<file path="src/rtl/bridge_route_map.svh">
// Offsets, field positions and reset values for the secondary bridge routing block.
// Assumes byte addressing on a 32-bit Avalon-MM slave; one register per aligned word.
`ifndef BRIDGE_ROUTE_MAP_SVH
`define BRIDGE_ROUTE_MAP_SVH
`define OFS_BRIDGE_CONTROL 8'h3c
`define OFS_BRIDGE_ERROR_COMMAND 8'h40
`define OFS_EVENT_STATUS 8'h44
`define OFS_EVENT_MASK 8'h48
`define OFS_COMMAND 8'h4c
`define BCTL_PARITY_REPORT 0
`define BCTL_ISA_ALIAS 2
`define BCTL_VGA_ROUTE 3
`define BCTL_MONO_PRESENT 4
`define BCTL_MASTER_ABORT_MODE 5
`define BCTL_WMASK 8'h3d
`define ERRCMD_WMASK 8'h01
`define CMD_SYSERR_ENABLE 8
`define CMD_WMASK 16'h0100
`define EVT_PARITY 0
`define EVT_TABORT 1
`define EVT_OTHER 2
`define EVT_ALIAS 3
`define EVT_WIDTH 4
`define RESET_BYTE 8'h00
`endif

</file>
<file path="src/rtl/bridge_route_pkg.sv">
// Types for the secondary bridge routing block.
// Assumes nothing of its surroundings.
package bridge_route_pkg;
  typedef enum logic [1:0] {
    DEST_HUB = 2'b01,
    DEST_SECONDARY = 2'b10
  } dest_t;
  typedef enum logic [1:0] {
    BUS_IDLE = 2'b01,
    BUS_ANSWER = 2'b10
  } bus_state_t;
endpackage : bridge_route_pkg

</file>
<file path="src/rtl/secondary_bridge_route_error_ctl.sv">
// Secondary bridge: CPU I/O and legacy routing, and error-to-message control.
// Assumes the I/O window and the error events come from logic on SYS_CLK; pins are
// synchronised elsewhere. Registers are reached over Avalon-MM with waitrequest.
`timescale 1ns/1ps
`default_nettype none
`include "bridge_route_map.svh"

module secondary_bridge_route_error_ctl (
  input wire logic SYS_CLK, // 250 MHz core clock
  input wire logic RESET, // Synchronous, active high
  input wire logic [7:0] AVS_ADDRESS, // Byte address
  input wire logic AVS_READ, // Read request
  input wire logic AVS_WRITE, // Write request
  input wire logic [31:0] AVS_WRITEDATA, // Write data
  input wire logic [3:0] AVS_BYTEENABLE, // Byte lanes
  output logic [31:0] AVS_READDATA, // Read data
  output logic AVS_WAITREQUEST, // Stall
  input wire logic IO_REQ, // CPU I/O cycle to route
  input wire logic [15:0] IO_ADDR, // CPU I/O address
  input wire logic IO_IN_WINDOW, // Address within window base-limit
  input wire logic MEM_REQ, // CPU memory cycle to route
  input wire logic [31:0] MEM_ADDR, // CPU memory address
  input wire logic MEM_IN_WINDOW, // Address within memory windows
  output logic ROUTE_VALID, // Routing decision pulse
  output logic ROUTE_TO_SECONDARY, // Decision: secondary bus
  output logic ROUTE_TO_HUB, // Decision: hub link
  input wire logic SEC_PARITY_ERR, // Address or data parity error seen
  input wire logic SEC_TARGET_ABORT, // Target abort received
  input wire logic OTHER_ERR, // Other error condition needing a message
  output logic SYSERR_MSG, // Hub-link system-error message pulse
  output logic SEC_PARITY_ERR_PIN_O, // Parity-error pin output
  output logic SEC_PARITY_ERR_PIN_OE, // Parity-error pin enable
  output logic IRQ // Level interrupt
);
  logic [7:0] bctl_reg;
  logic [7:0] errcmd_reg;
  logic [15:0] cmd_reg;
  logic [`EVT_WIDTH-1:0] status_reg;
  logic [`EVT_WIDTH-1:0] mask_reg;
  logic [31:0] rdata_next;
  logic [`EVT_WIDTH-1:0] events;
  logic hit_vga_io;
  logic hit_mda_only;
  logic hit_mda;
  logic hit_vga_mem;
  logic alias_high;
  logic go_secondary;
  logic msg_next;
  logic wr_take;
  logic rd_take;
  bridge_route_pkg::bus_state_t bus_state;
  bridge_route_pkg::dest_t dest_next;

  function automatic logic [7:0] merge8(input logic [7:0] old, input logic [7:0] val,
                                        input logic en, input logic [7:0] wmask);
    merge8 = en ? ((old & ~wmask) | (val & wmask)) : old;
  endfunction : merge8

  // One wait cycle per access keeps read data registered
  assign AVS_WAITREQUEST = (AVS_READ | AVS_WRITE) && (bus_state == bridge_route_pkg::BUS_IDLE);
  assign wr_take = AVS_WRITE && !AVS_WAITREQUEST;
  assign rd_take = AVS_READ && !AVS_WAITREQUEST;

  always_ff @(posedge SYS_CLK) begin
    if (RESET) begin
      bus_state <= bridge_route_pkg::BUS_IDLE;
    end else begin
      case (bus_state)
        bridge_route_pkg::BUS_IDLE: begin
          if (AVS_READ || AVS_WRITE) begin
            bus_state <= bridge_route_pkg::BUS_ANSWER;
          end
        end
        bridge_route_pkg::BUS_ANSWER: begin
          bus_state <= bridge_route_pkg::BUS_IDLE;
        end
        default: begin
          bus_state <= bridge_route_pkg::BUS_IDLE;
        end
      endcase
    end
  end

  // Write masks keep reserved bits at zero
  always_ff @(posedge SYS_CLK) begin
    if (RESET) begin
      bctl_reg <= `RESET_BYTE;
      errcmd_reg <= `RESET_BYTE;
      cmd_reg <= 16'h0000;
      mask_reg <= '0;
    end else if (wr_take) begin
      if (AVS_ADDRESS == `OFS_BRIDGE_CONTROL) begin
        bctl_reg <= merge8(bctl_reg, AVS_WRITEDATA[7:0], AVS_BYTEENABLE[0], `BCTL_WMASK);
      end
      if (AVS_ADDRESS == `OFS_BRIDGE_ERROR_COMMAND) begin
        errcmd_reg <= merge8(errcmd_reg, AVS_WRITEDATA[7:0], AVS_BYTEENABLE[0],
                             `ERRCMD_WMASK);
      end
      if (AVS_ADDRESS == `OFS_COMMAND) begin
        cmd_reg[15:8] <= merge8(cmd_reg[15:8], AVS_WRITEDATA[15:8], AVS_BYTEENABLE[1],
                                8'(`CMD_WMASK >> 8));
      end
      if (AVS_ADDRESS == `OFS_EVENT_MASK && AVS_BYTEENABLE[0]) begin
        mask_reg <= AVS_WRITEDATA[`EVT_WIDTH-1:0];
      end
    end
  end

  always_comb begin
    rdata_next = 32'h0000_0000;
    case (AVS_ADDRESS)
      `OFS_BRIDGE_CONTROL: rdata_next = {24'h00_0000, bctl_reg};
      `OFS_BRIDGE_ERROR_COMMAND: rdata_next = {24'h00_0000, errcmd_reg};
      `OFS_EVENT_STATUS: rdata_next = {28'h000_0000, status_reg};
      `OFS_EVENT_MASK: rdata_next = {28'h000_0000, mask_reg};
      `OFS_COMMAND: rdata_next = {16'h0000, cmd_reg};
      default: rdata_next = 32'h0000_0000;
    endcase
  end

  always_ff @(posedge SYS_CLK) begin
    if (RESET) begin
      AVS_READDATA <= 32'h0000_0000;
    end else if (AVS_READ && bus_state == bridge_route_pkg::BUS_IDLE) begin
      AVS_READDATA <= rdata_next;
    end
  end

  // Legacy decode: A[15:10] ignored for I/O aliases
  assign hit_vga_io = (IO_ADDR[9:0] >= 10'h3b0 && IO_ADDR[9:0] <= 10'h3bb) ||
                      (IO_ADDR[9:0] >= 10'h3c0 && IO_ADDR[9:0] <= 10'h3df);
  assign hit_mda_only = (IO_ADDR[9:0] == 10'h3bf);
  assign hit_mda = (IO_ADDR[9:0] >= 10'h3b0 && IO_ADDR[9:0] <= 10'h3bf);
  assign hit_vga_mem = (MEM_ADDR >= 32'h000a_0000 && MEM_ADDR <= 32'h000b_ffff);
  assign alias_high = (IO_ADDR[9:8] != 2'b00);

  always_comb begin
    go_secondary = 1'b0;
    if (IO_REQ) begin
      if (bctl_reg[`BCTL_VGA_ROUTE] && hit_vga_io &&
          !(bctl_reg[`BCTL_MONO_PRESENT] && hit_mda)) begin
        go_secondary = 1'b1;
      end else if (bctl_reg[`BCTL_VGA_ROUTE] && (hit_mda || hit_mda_only)) begin
        go_secondary = 1'b0;
      end else if (IO_IN_WINDOW) begin
        go_secondary = !(bctl_reg[`BCTL_ISA_ALIAS] && alias_high);
      end
    end else if (MEM_REQ) begin
      go_secondary = (bctl_reg[`BCTL_VGA_ROUTE] && hit_vga_mem) || MEM_IN_WINDOW;
    end
    dest_next = go_secondary ? bridge_route_pkg::DEST_SECONDARY : bridge_route_pkg::DEST_HUB;
  end

  always_ff @(posedge SYS_CLK) begin
    if (RESET) begin
      ROUTE_VALID <= 1'b0;
      ROUTE_TO_SECONDARY <= 1'b0;
      ROUTE_TO_HUB <= 1'b0;
    end else begin
      ROUTE_VALID <= IO_REQ | MEM_REQ;
      ROUTE_TO_SECONDARY <= (IO_REQ | MEM_REQ) && dest_next == bridge_route_pkg::DEST_SECONDARY;
      ROUTE_TO_HUB <= (IO_REQ | MEM_REQ) && dest_next == bridge_route_pkg::DEST_HUB;
    end
  end

  always_comb begin
    events = '0;
    events[`EVT_PARITY] = SEC_PARITY_ERR;
    events[`EVT_TABORT] = SEC_TARGET_ABORT;
    events[`EVT_OTHER] = OTHER_ERR;
    events[`EVT_ALIAS] = IO_REQ && IO_IN_WINDOW && bctl_reg[`BCTL_ISA_ALIAS] && alias_high;
  end

  // Secondary message enable taken as the command enable bit
  assign msg_next = cmd_reg[`CMD_SYSERR_ENABLE] && (
                    (SEC_PARITY_ERR && bctl_reg[`BCTL_PARITY_REPORT]) ||
                    (SEC_TARGET_ABORT && errcmd_reg[0]) ||
                    OTHER_ERR);

  always_ff @(posedge SYS_CLK) begin
    if (RESET) begin
      SYSERR_MSG <= 1'b0;
    end else begin
      SYSERR_MSG <= msg_next;
    end
  end

  // Set wins over the read clear
  always_ff @(posedge SYS_CLK) begin
    if (RESET) begin
      status_reg <= '0;
    end else if (rd_take && AVS_ADDRESS == `OFS_EVENT_STATUS) begin
      // Clear only what the read returned, so an event in the wait cycle survives
      status_reg <= (status_reg & ~AVS_READDATA[`EVT_WIDTH-1:0]) | events;
    end else begin
      status_reg <= status_reg | events;
    end
  end

  assign IRQ = |(status_reg & mask_reg);
  assign SEC_PARITY_ERR_PIN_O = 1'b0;
  assign SEC_PARITY_ERR_PIN_OE = 1'b0;

  pty_off_a: assert property (@(posedge SYS_CLK) disable iff (RESET)
    (SEC_PARITY_ERR && !SEC_TARGET_ABORT && !OTHER_ERR && !bctl_reg[`BCTL_PARITY_REPORT])
    |=> !SYSERR_MSG) else $error("parity message while disabled");
  pty_on_a: assert property (@(posedge SYS_CLK) disable iff (RESET)
    (SEC_PARITY_ERR && bctl_reg[`BCTL_PARITY_REPORT] && cmd_reg[`CMD_SYSERR_ENABLE])
    |=> SYSERR_MSG) else $error("parity message missing");
  ta_on_a: assert property (@(posedge SYS_CLK) disable iff (RESET)
    (SEC_TARGET_ABORT && errcmd_reg[0] && cmd_reg[`CMD_SYSERR_ENABLE])
    |=> SYSERR_MSG) else $error("abort message missing");
  ta_off_a: assert property (@(posedge SYS_CLK) disable iff (RESET)
    (SEC_TARGET_ABORT && !SEC_PARITY_ERR && !OTHER_ERR && !errcmd_reg[0])
    |=> !SYSERR_MSG) else $error("abort message while disabled");
  other_err_a: assert property (@(posedge SYS_CLK) disable iff (RESET)
    (OTHER_ERR && cmd_reg[`CMD_SYSERR_ENABLE]) |=> SYSERR_MSG)
    else $error("other error not reported");
  global_gate_a: assert property (@(posedge SYS_CLK) disable iff (RESET)
    !cmd_reg[`CMD_SYSERR_ENABLE] |=> !SYSERR_MSG) else $error("message while gated");
  alias_block_a: assert property (@(posedge SYS_CLK) disable iff (RESET)
    (IO_REQ && IO_IN_WINDOW && bctl_reg[`BCTL_ISA_ALIAS] && alias_high && !hit_vga_io)
    |=> ROUTE_TO_HUB && !ROUTE_TO_SECONDARY) else $error("alias sent downstream");
  window_pass_a: assert property (@(posedge SYS_CLK) disable iff (RESET)
    (IO_REQ && IO_IN_WINDOW && !bctl_reg[`BCTL_ISA_ALIAS] && !bctl_reg[`BCTL_VGA_ROUTE])
    |=> ROUTE_TO_SECONDARY) else $error("window address not downstream");
  outside_win_a: assert property (@(posedge SYS_CLK) disable iff (RESET)
    (IO_REQ && !IO_IN_WINDOW && !bctl_reg[`BCTL_VGA_ROUTE]) |=> ROUTE_TO_HUB)
    else $error("outside window went downstream");
  mda_up_a: assert property (@(posedge SYS_CLK) disable iff (RESET)
    (IO_REQ && bctl_reg[`BCTL_VGA_ROUTE] && hit_mda_only) |=> ROUTE_TO_HUB)
    else $error("MDA-only not upstream");
  pin_quiet_a: assert property (@(posedge SYS_CLK) disable iff (RESET)
    !SEC_PARITY_ERR_PIN_OE) else $error("parity pin driven");
  rsvd_zero_a: assert property (@(posedge SYS_CLK) disable iff (RESET)
    (bctl_reg & ~`BCTL_WMASK) == 8'h00 && errcmd_reg[7:1] == 7'h00)
    else $error("reserved bits set");
  vga_io_c: cover property (@(posedge SYS_CLK) IO_REQ && hit_vga_io ##1 ROUTE_TO_SECONDARY);
  alias_c: cover property (@(posedge SYS_CLK) events[`EVT_ALIAS] ##1 ROUTE_TO_HUB);
  msg_c: cover property (@(posedge SYS_CLK) SEC_TARGET_ABORT ##1 SYSERR_MSG);
  irq_c: cover property (@(posedge SYS_CLK) IRQ ##[1:10] !IRQ);
  mda_c: cover property (@(posedge SYS_CLK)
    IO_REQ && bctl_reg[`BCTL_VGA_ROUTE] && hit_mda_only ##1 ROUTE_TO_HUB);

  // Routing outputs: one decision per request, always exactly one side
  route_valid_a: assert property (@(posedge SYS_CLK) disable iff (RESET)
    (IO_REQ || MEM_REQ)
    |=> ROUTE_VALID)
    else $error("routing decision missing");

  route_idle_a: assert property (@(posedge SYS_CLK) disable iff (RESET)
    !(IO_REQ || MEM_REQ)
    |=> !ROUTE_VALID && !ROUTE_TO_SECONDARY && !ROUTE_TO_HUB)
    else $error("routing pulse without request");

  route_onehot_a: assert property (@(posedge SYS_CLK) disable iff (RESET)
    ROUTE_VALID
    |-> (ROUTE_TO_SECONDARY ^ ROUTE_TO_HUB))
    else $error("routing not to exactly one side");

  // Legacy ranges
  vga_io_down_a: assert property (@(posedge SYS_CLK) disable iff (RESET)
    (IO_REQ && bctl_reg[`BCTL_VGA_ROUTE] && !bctl_reg[`BCTL_MONO_PRESENT] && hit_vga_io)
    |=> ROUTE_TO_SECONDARY)
    else $error("VGA I/O not downstream");

  vga_mono_down_a: assert property (@(posedge SYS_CLK) disable iff (RESET)
    (IO_REQ && bctl_reg[`BCTL_VGA_ROUTE] && hit_vga_io && !hit_mda)
    |=> ROUTE_TO_SECONDARY)
    else $error("VGA I/O not downstream with mono");

  mono_mda_up_a: assert property (@(posedge SYS_CLK) disable iff (RESET)
    (IO_REQ && bctl_reg[`BCTL_VGA_ROUTE] && bctl_reg[`BCTL_MONO_PRESENT] && hit_mda)
    |=> ROUTE_TO_HUB)
    else $error("MDA reference not upstream");

  mem_up_a: assert property (@(posedge SYS_CLK) disable iff (RESET)
    (MEM_REQ && !IO_REQ && !bctl_reg[`BCTL_VGA_ROUTE] && !MEM_IN_WINDOW)
    |=> ROUTE_TO_HUB)
    else $error("memory reference not upstream");

  vga_mem_down_a: assert property (@(posedge SYS_CLK) disable iff (RESET)
    (MEM_REQ && !IO_REQ && bctl_reg[`BCTL_VGA_ROUTE] && hit_vga_mem)
    |=> ROUTE_TO_SECONDARY)
    else $error("VGA memory not downstream");

  // Event status and messages
  alias_event_a: assert property (@(posedge SYS_CLK) disable iff (RESET)
    (IO_REQ && IO_IN_WINDOW && bctl_reg[`BCTL_ISA_ALIAS] && alias_high)
    |=> status_reg[`EVT_ALIAS])
    else $error("diverted cycle not recorded");

  status_sticky_a: assert property (@(posedge SYS_CLK) disable iff (RESET)
    !(rd_take && AVS_ADDRESS == `OFS_EVENT_STATUS)
    |=> (status_reg & $past(status_reg)) == $past(status_reg))
    else $error("status bit lost without read");

  event_sets_a: assert property (@(posedge SYS_CLK) disable iff (RESET)
    (|events)
    |=> (status_reg & $past(events)) == $past(events))
    else $error("event not recorded");

  msg_quiet_a: assert property (@(posedge SYS_CLK) disable iff (RESET)
    !(SEC_PARITY_ERR || SEC_TARGET_ABORT || OTHER_ERR)
    |=> !SYSERR_MSG)
    else $error("message without event");

  pin_low_a: assert property (@(posedge SYS_CLK) disable iff (RESET)
    !SEC_PARITY_ERR_PIN_O)
    else $error("parity pin value raised");

  // Register bus: one wait cycle, data held until the next read
  wait_release_a: assert property (@(posedge SYS_CLK) disable iff (RESET)
    ((AVS_READ || AVS_WRITE) && AVS_WAITREQUEST)
    |=> !AVS_WAITREQUEST)
    else $error("second wait cycle");

  readdata_hold_a: assert property (@(posedge SYS_CLK) disable iff (RESET)
    !(AVS_READ && bus_state == bridge_route_pkg::BUS_IDLE)
    |=> $stable(AVS_READDATA))
    else $error("read data changed without read");

  bctl_rsvd_rd_a: assert property (@(posedge SYS_CLK) disable iff (RESET)
    (rd_take && AVS_ADDRESS == `OFS_BRIDGE_CONTROL)
    |-> AVS_READDATA[31:6] == 26'h0 && !AVS_READDATA[1])
    else $error("reserved control bits read set");

  unmapped_zero_a: assert property (@(posedge SYS_CLK) disable iff (RESET)
    (rd_take && AVS_ADDRESS != `OFS_BRIDGE_CONTROL && AVS_ADDRESS != `OFS_BRIDGE_ERROR_COMMAND
     && AVS_ADDRESS != `OFS_EVENT_STATUS && AVS_ADDRESS != `OFS_EVENT_MASK
     && AVS_ADDRESS != `OFS_COMMAND)
    |-> AVS_READDATA == 32'h0000_0000)
    else $error("unmapped read not zero");

  errcmd_write_a: assert property (@(posedge SYS_CLK) disable iff (RESET)
    (wr_take && AVS_ADDRESS == `OFS_BRIDGE_ERROR_COMMAND && AVS_BYTEENABLE[0])
    |=> errcmd_reg[0] == $past(AVS_WRITEDATA[0]))
    else $error("abort report bit not written");

  bctl_write_a: assert property (@(posedge SYS_CLK) disable iff (RESET)
    (wr_take && AVS_ADDRESS == `OFS_BRIDGE_CONTROL && AVS_BYTEENABLE[0])
    |=> bctl_reg[`BCTL_ISA_ALIAS] == $past(AVS_WRITEDATA[2]))
    else $error("alias filter bit not written");

  cmd_write_a: assert property (@(posedge SYS_CLK) disable iff (RESET)
    (wr_take && AVS_ADDRESS == `OFS_COMMAND && AVS_BYTEENABLE[1])
    |=> cmd_reg[`CMD_SYSERR_ENABLE] == $past(AVS_WRITEDATA[8]))
    else $error("global enable not written");

  mask_write_a: assert property (@(posedge SYS_CLK) disable iff (RESET)
    (wr_take && AVS_ADDRESS == `OFS_EVENT_MASK && AVS_BYTEENABLE[0])
    |=> mask_reg == $past(AVS_WRITEDATA[3:0]))
    else $error("mask not written");
endmodule : secondary_bridge_route_error_ctl
`default_nettype wire

</file>
<file path="config.mk">
export PLATFORM = sky130hd
export DESIGN_NAME = secondary_bridge_route_error_ctl
export DESIGN_NICKNAME = d
export VERILOG_FILES = /design/src/rtl/bridge_route_pkg.sv /design/src/rtl/secondary_bridge_route_error_ctl.sv
export VERILOG_INCLUDE_DIRS = /design/src /design/src/rtl
export SDC_FILE = /design/constraint.sdc
export NUM_CORES = 1
export LEC_CHECK = 0
export ABC_AREA = 1
export BUFFER_PORTS_ARGS = -buffer_cell sky130_fd_sc_hd__buf_2
export CAP_MARGIN = 5
export CELL_PAD_IN_SITES_DETAIL_PLACEMENT = 0
export CELL_PAD_IN_SITES_GLOBAL_PLACEMENT = 1
export CORE_ASPECT_RATIO = 0.7
export CORE_MARGIN = 10
export CORE_UTILIZATION = 27
export DETAILED_ROUTE_END_ITERATION = 10
export GPL_ROUTABILITY_DRIVEN = 0
export MAX_ROUTING_LAYER = met4
export PLACE_DENSITY_LB_ADDON = 0.2
export SLEW_MARGIN = 40
export SYNTH_ARGS = -nofsm -noshare
export SYNTH_HDL_FRONTEND = slang
export SYNTH_SLANG_ARGS = --single-unit
</file>
<file path="constraint.sdc">
create_clock -name SYS_CLK -period 2.05 [get_ports SYS_CLK]
set_input_delay 0.205 -clock SYS_CLK [delete_from_list [all_inputs] [get_ports SYS_CLK]]
set_output_delay 0.205 -clock SYS_CLK [all_outputs]
set_load 0.1 [all_outputs]
</file>
==> summary.md <==
| Metric | Value |
|---|---|
| Internal | 1.03 mW |
| Clock power share | 36.9% |
| Initial core utilization | 28.0% |
| Switching Fraction | 35.7% |
| Syn Area/Cell | 7.14 sq um |
| Final worst path period need | 1.61 ns |
| Slowest-stage cell, CP | buf_2 |
| FF+latch count, synth | 30 |
| R2R cell count | 7 |
| Setup TNS Final | 0 ns |
| Total die area | 0.0101 sq mm |
| Critical path's largest stage delay | 0.44 ns |
| CTS Root Cell | clkbuf_8 |
| Layout cells sized above 1 | 34.9% |
| Final hold violation count | 0 |
| Most frequent cells in the layout | buf_2, nand2_1, dfxtp_1, inv_1, nand3_1 |
| Yosys warns | 0 |
| # diodes | 0 |
| Critical path class | reg -> out |
| Clk_lat worst skew | 0.28 ns |
| RR Startpoint | bus_state[0]$_SDFFE_PP1P_ |
| Cell Pwr Density | 734 mW/mm^2 |
| Max FO, Critical Path | 3 |
| Synth Cell Area | 0.00175 sq mm |
| Peak supply drop | 0.000433 V |
| FF-to-FF End | AVS_READDATA[2]$_SDFFE_PP0P_ |
| Slew @ Worst Pin | 0.537 ns |
| DIE WIDTH | 116 um |
| Vias in the first global route | 1672 |
| Netlist cell types | 29 |
| Final setup fails | 0 |
| Register area | 601 sq um |
| Chip height | 87.3 um |
| Worst Hold Class | in -> reg |
| Initial antenna violation count | 0 |
| Reg2reg setup slack | 0.66 ns |
| Clock Skew | 0.00409 ns |
| Outcome | complete, no violations |
| Largest net degree at the start of global routing | 19 |
| Antenna Nets Post-Route | 0 |
| Drt first-iter violations | 62 |
| # H-tree levels | 2 |
| CTS resizes | 0 |
| Commonest non-fill, non-tap cell in the layout | buf_2 |
| CTS Hold Bufs | 0 |
| Number of remaining DRC errors | 0 |
| Clock-pin transition on the worst setup and hold timing paths | 0.07 ns |
| Hold Crit Start | SEC_PARITY_ERR |
| P_leak | 1.21 nW |
| Clock sink count | 30 |
| Layout area overhead | 24.7% |
| Multi-input logic area | 873 sq um |
| Largest register FFs | 9 |
| First-pass GRT wire length | 8080 um |
| Combinational share of power | 25.1% |
| Register area share after synthesis | 34.3% |
| Period utilisation layout | 78.4% |
| FP Rows | 24 |
| Worst hold path depth | 3 |
| DR WL/cell | 12.7 um |
| Post CTS Setup Buffer Count | 0 |
| Ports | 143 |
| CTS tree | done |
| Hold EP | status_reg[0]$_SDFF_PP0_ |
| HPWL reported at the end of detailed placement | 4220 um |
| Worst Path Required | 1.85 ns |
| # nets final | 417 |
| Remaining Overflow, GRT | 0 |
| Vias | 1620 |
| Element type at the critical path end | primary output |
| F_max | 0.622 GHz |
| Mapped Cells | 245 |
| CTS Buf Count | 5 |
| Startpoint Class | register |
| Unrepaired setup endpoints after global routing | false |
| Max Slew Vio Count | 0 |
| Clock tree buffer depth | 2 |
| Slew HR | 64.2% |
| WP data arrival | 1.40 ns |
| Tot GR Track Use | 10.4% |
| Avg Vias per Cell | 4.12 |
| Max Cap Viol | 0 |
| Sequential share of power | 38.0% |
| CP cell instances | inv_1 > nor2_2 > inv_2 > a21oi_2 > buf_2 |
| # port buffers | 72 |
| Core Area | 0.00625 sq mm |
| Pre-antenna DRT Iters | 4 |
| Fillers | 707 |
| Worst hold slack | 0.152 ns |
| Sw power | 571 uW |
| Routed wire length | 4980 um |
power by group through the flow:
stage | Clock (mW) | Combinational [mW] | Sequential (mW)
2_1_floorplan | 0 | 0.279 | 0.686
3_3_place_gp | 0 | 0.401 | 0.621
3_5_place_dp | 0 | 0.402 | 0.621
4_1_cts | 0.604 | 0.403 | 0.608
5_1_grt | 0.642 | 0.428 | 0.611
6_report | 0.591 | 0.401 | 0.608
metrics by stage:
step | util [%] | std cells | total power [mW] | setup WS (ns) | area (sq um)
6_report | 34.9 | 393 | 1.60 | 0.442 | 2180
5_1_grt | 34.9 | 393 | 1.68 | 0.335 | 2180
4_1_cts | 34.9 | 393 | 1.61 | 0.430 | 2180
3_5_place_dp | 33.2 | 385 | 1.02 | 0.659 | 2070
3_3_place_gp | 33.2 | 385 | 1.02 | 0.684 | 2070
2_1_floorplan | - | 262 | 0.966 | 0.365 | 1820
worst max-delay path: cells and delay by family (launching register included):
| family | cells | cell delay [ns] |
|---|---|---|
| AOI/OAI and AO/OA | 1 | 0.12 |
| buffers and inverters | 3 | 0.56 |
| DFF | 1 | 0.31 |
| and+or+nand+nor | 1 | 0.13 |
worst max-delay path by stage:
stage | from | to | slack [ns] | cells past startpoint
after floorplan | bus_state[0]$_SDFFE_PP1P_ | bus_state[0]$_SDFFE_PP1P_ | 0.37 | 5
after global placement | bus_state[0]$_SDFFE_PP1P_ | AVS_READDATA[2]$_SDFFE_PP0P_ | 0.68 | 7
after detailed placement | bus_state[0]$_SDFFE_PP1P_ | AVS_READDATA[3]$_SDFFE_PP0P_ | 0.66 | 7
after CTS | bus_state[0]$_SDFFE_PP1P_ | AVS_WAITREQUEST | 0.43 | 5
after global routing | bus_state[0]$_SDFFE_PP1P_ | AVS_WAITREQUEST | 0.34 | 5
final | bus_state[0]$_SDFFE_PP1P_ | AVS_WAITREQUEST | 0.44 | 5
Yosys cell counts, drive strengths merged:
cell    number  area, sq um
nor3b        1         7.51
nand2       53          234
o21a         1         7.51
inv         34          128
nor3         3         15.0
nand4        1         6.26
nand3       22          128
o211ai       1         7.51
buf         26          193
dfxtp       30          601
clkbuf       2         17.5
nand3b       2         15.0
clkinv       1         5.00
a21oi       21          113
nor2        28          179
conb         1         3.75
o21ai       18         90.1
cell families (layout without fill, tap and decap cells):
group | Yosys count | count (layout) | share of synthesized area, %
AND/OR/NAND/NOR | 110 | 110 | 33.4
buffers and inverters | 63 | 116 | 19.6
AO/OA/AOI/OAI | 41 | 41 | 12.4
flip-flops | 30 | 30 | 34.3
other | 1 | 18 | 0.214
per-layer routing:
layer,share of wire [%],track usage (%),up-vias
met5,0,-,-
met4,0.64,2.72,0
met3,6.5,3.31,4
met2,44,15.4,45
met1,49,13.3,701
li1,-,-,870
final cells by class:
type                       count  area share (%)
clock buffer                   5            3.16
multi-input combinational    169            40.0
timing repair buffer          73            16.9
sequential                    30            27.5
tap                           78            4.48
inverter                      35            6.08
clock inverter                 3            1.84
No activity file was read; power rests on OpenSTA's default activity.
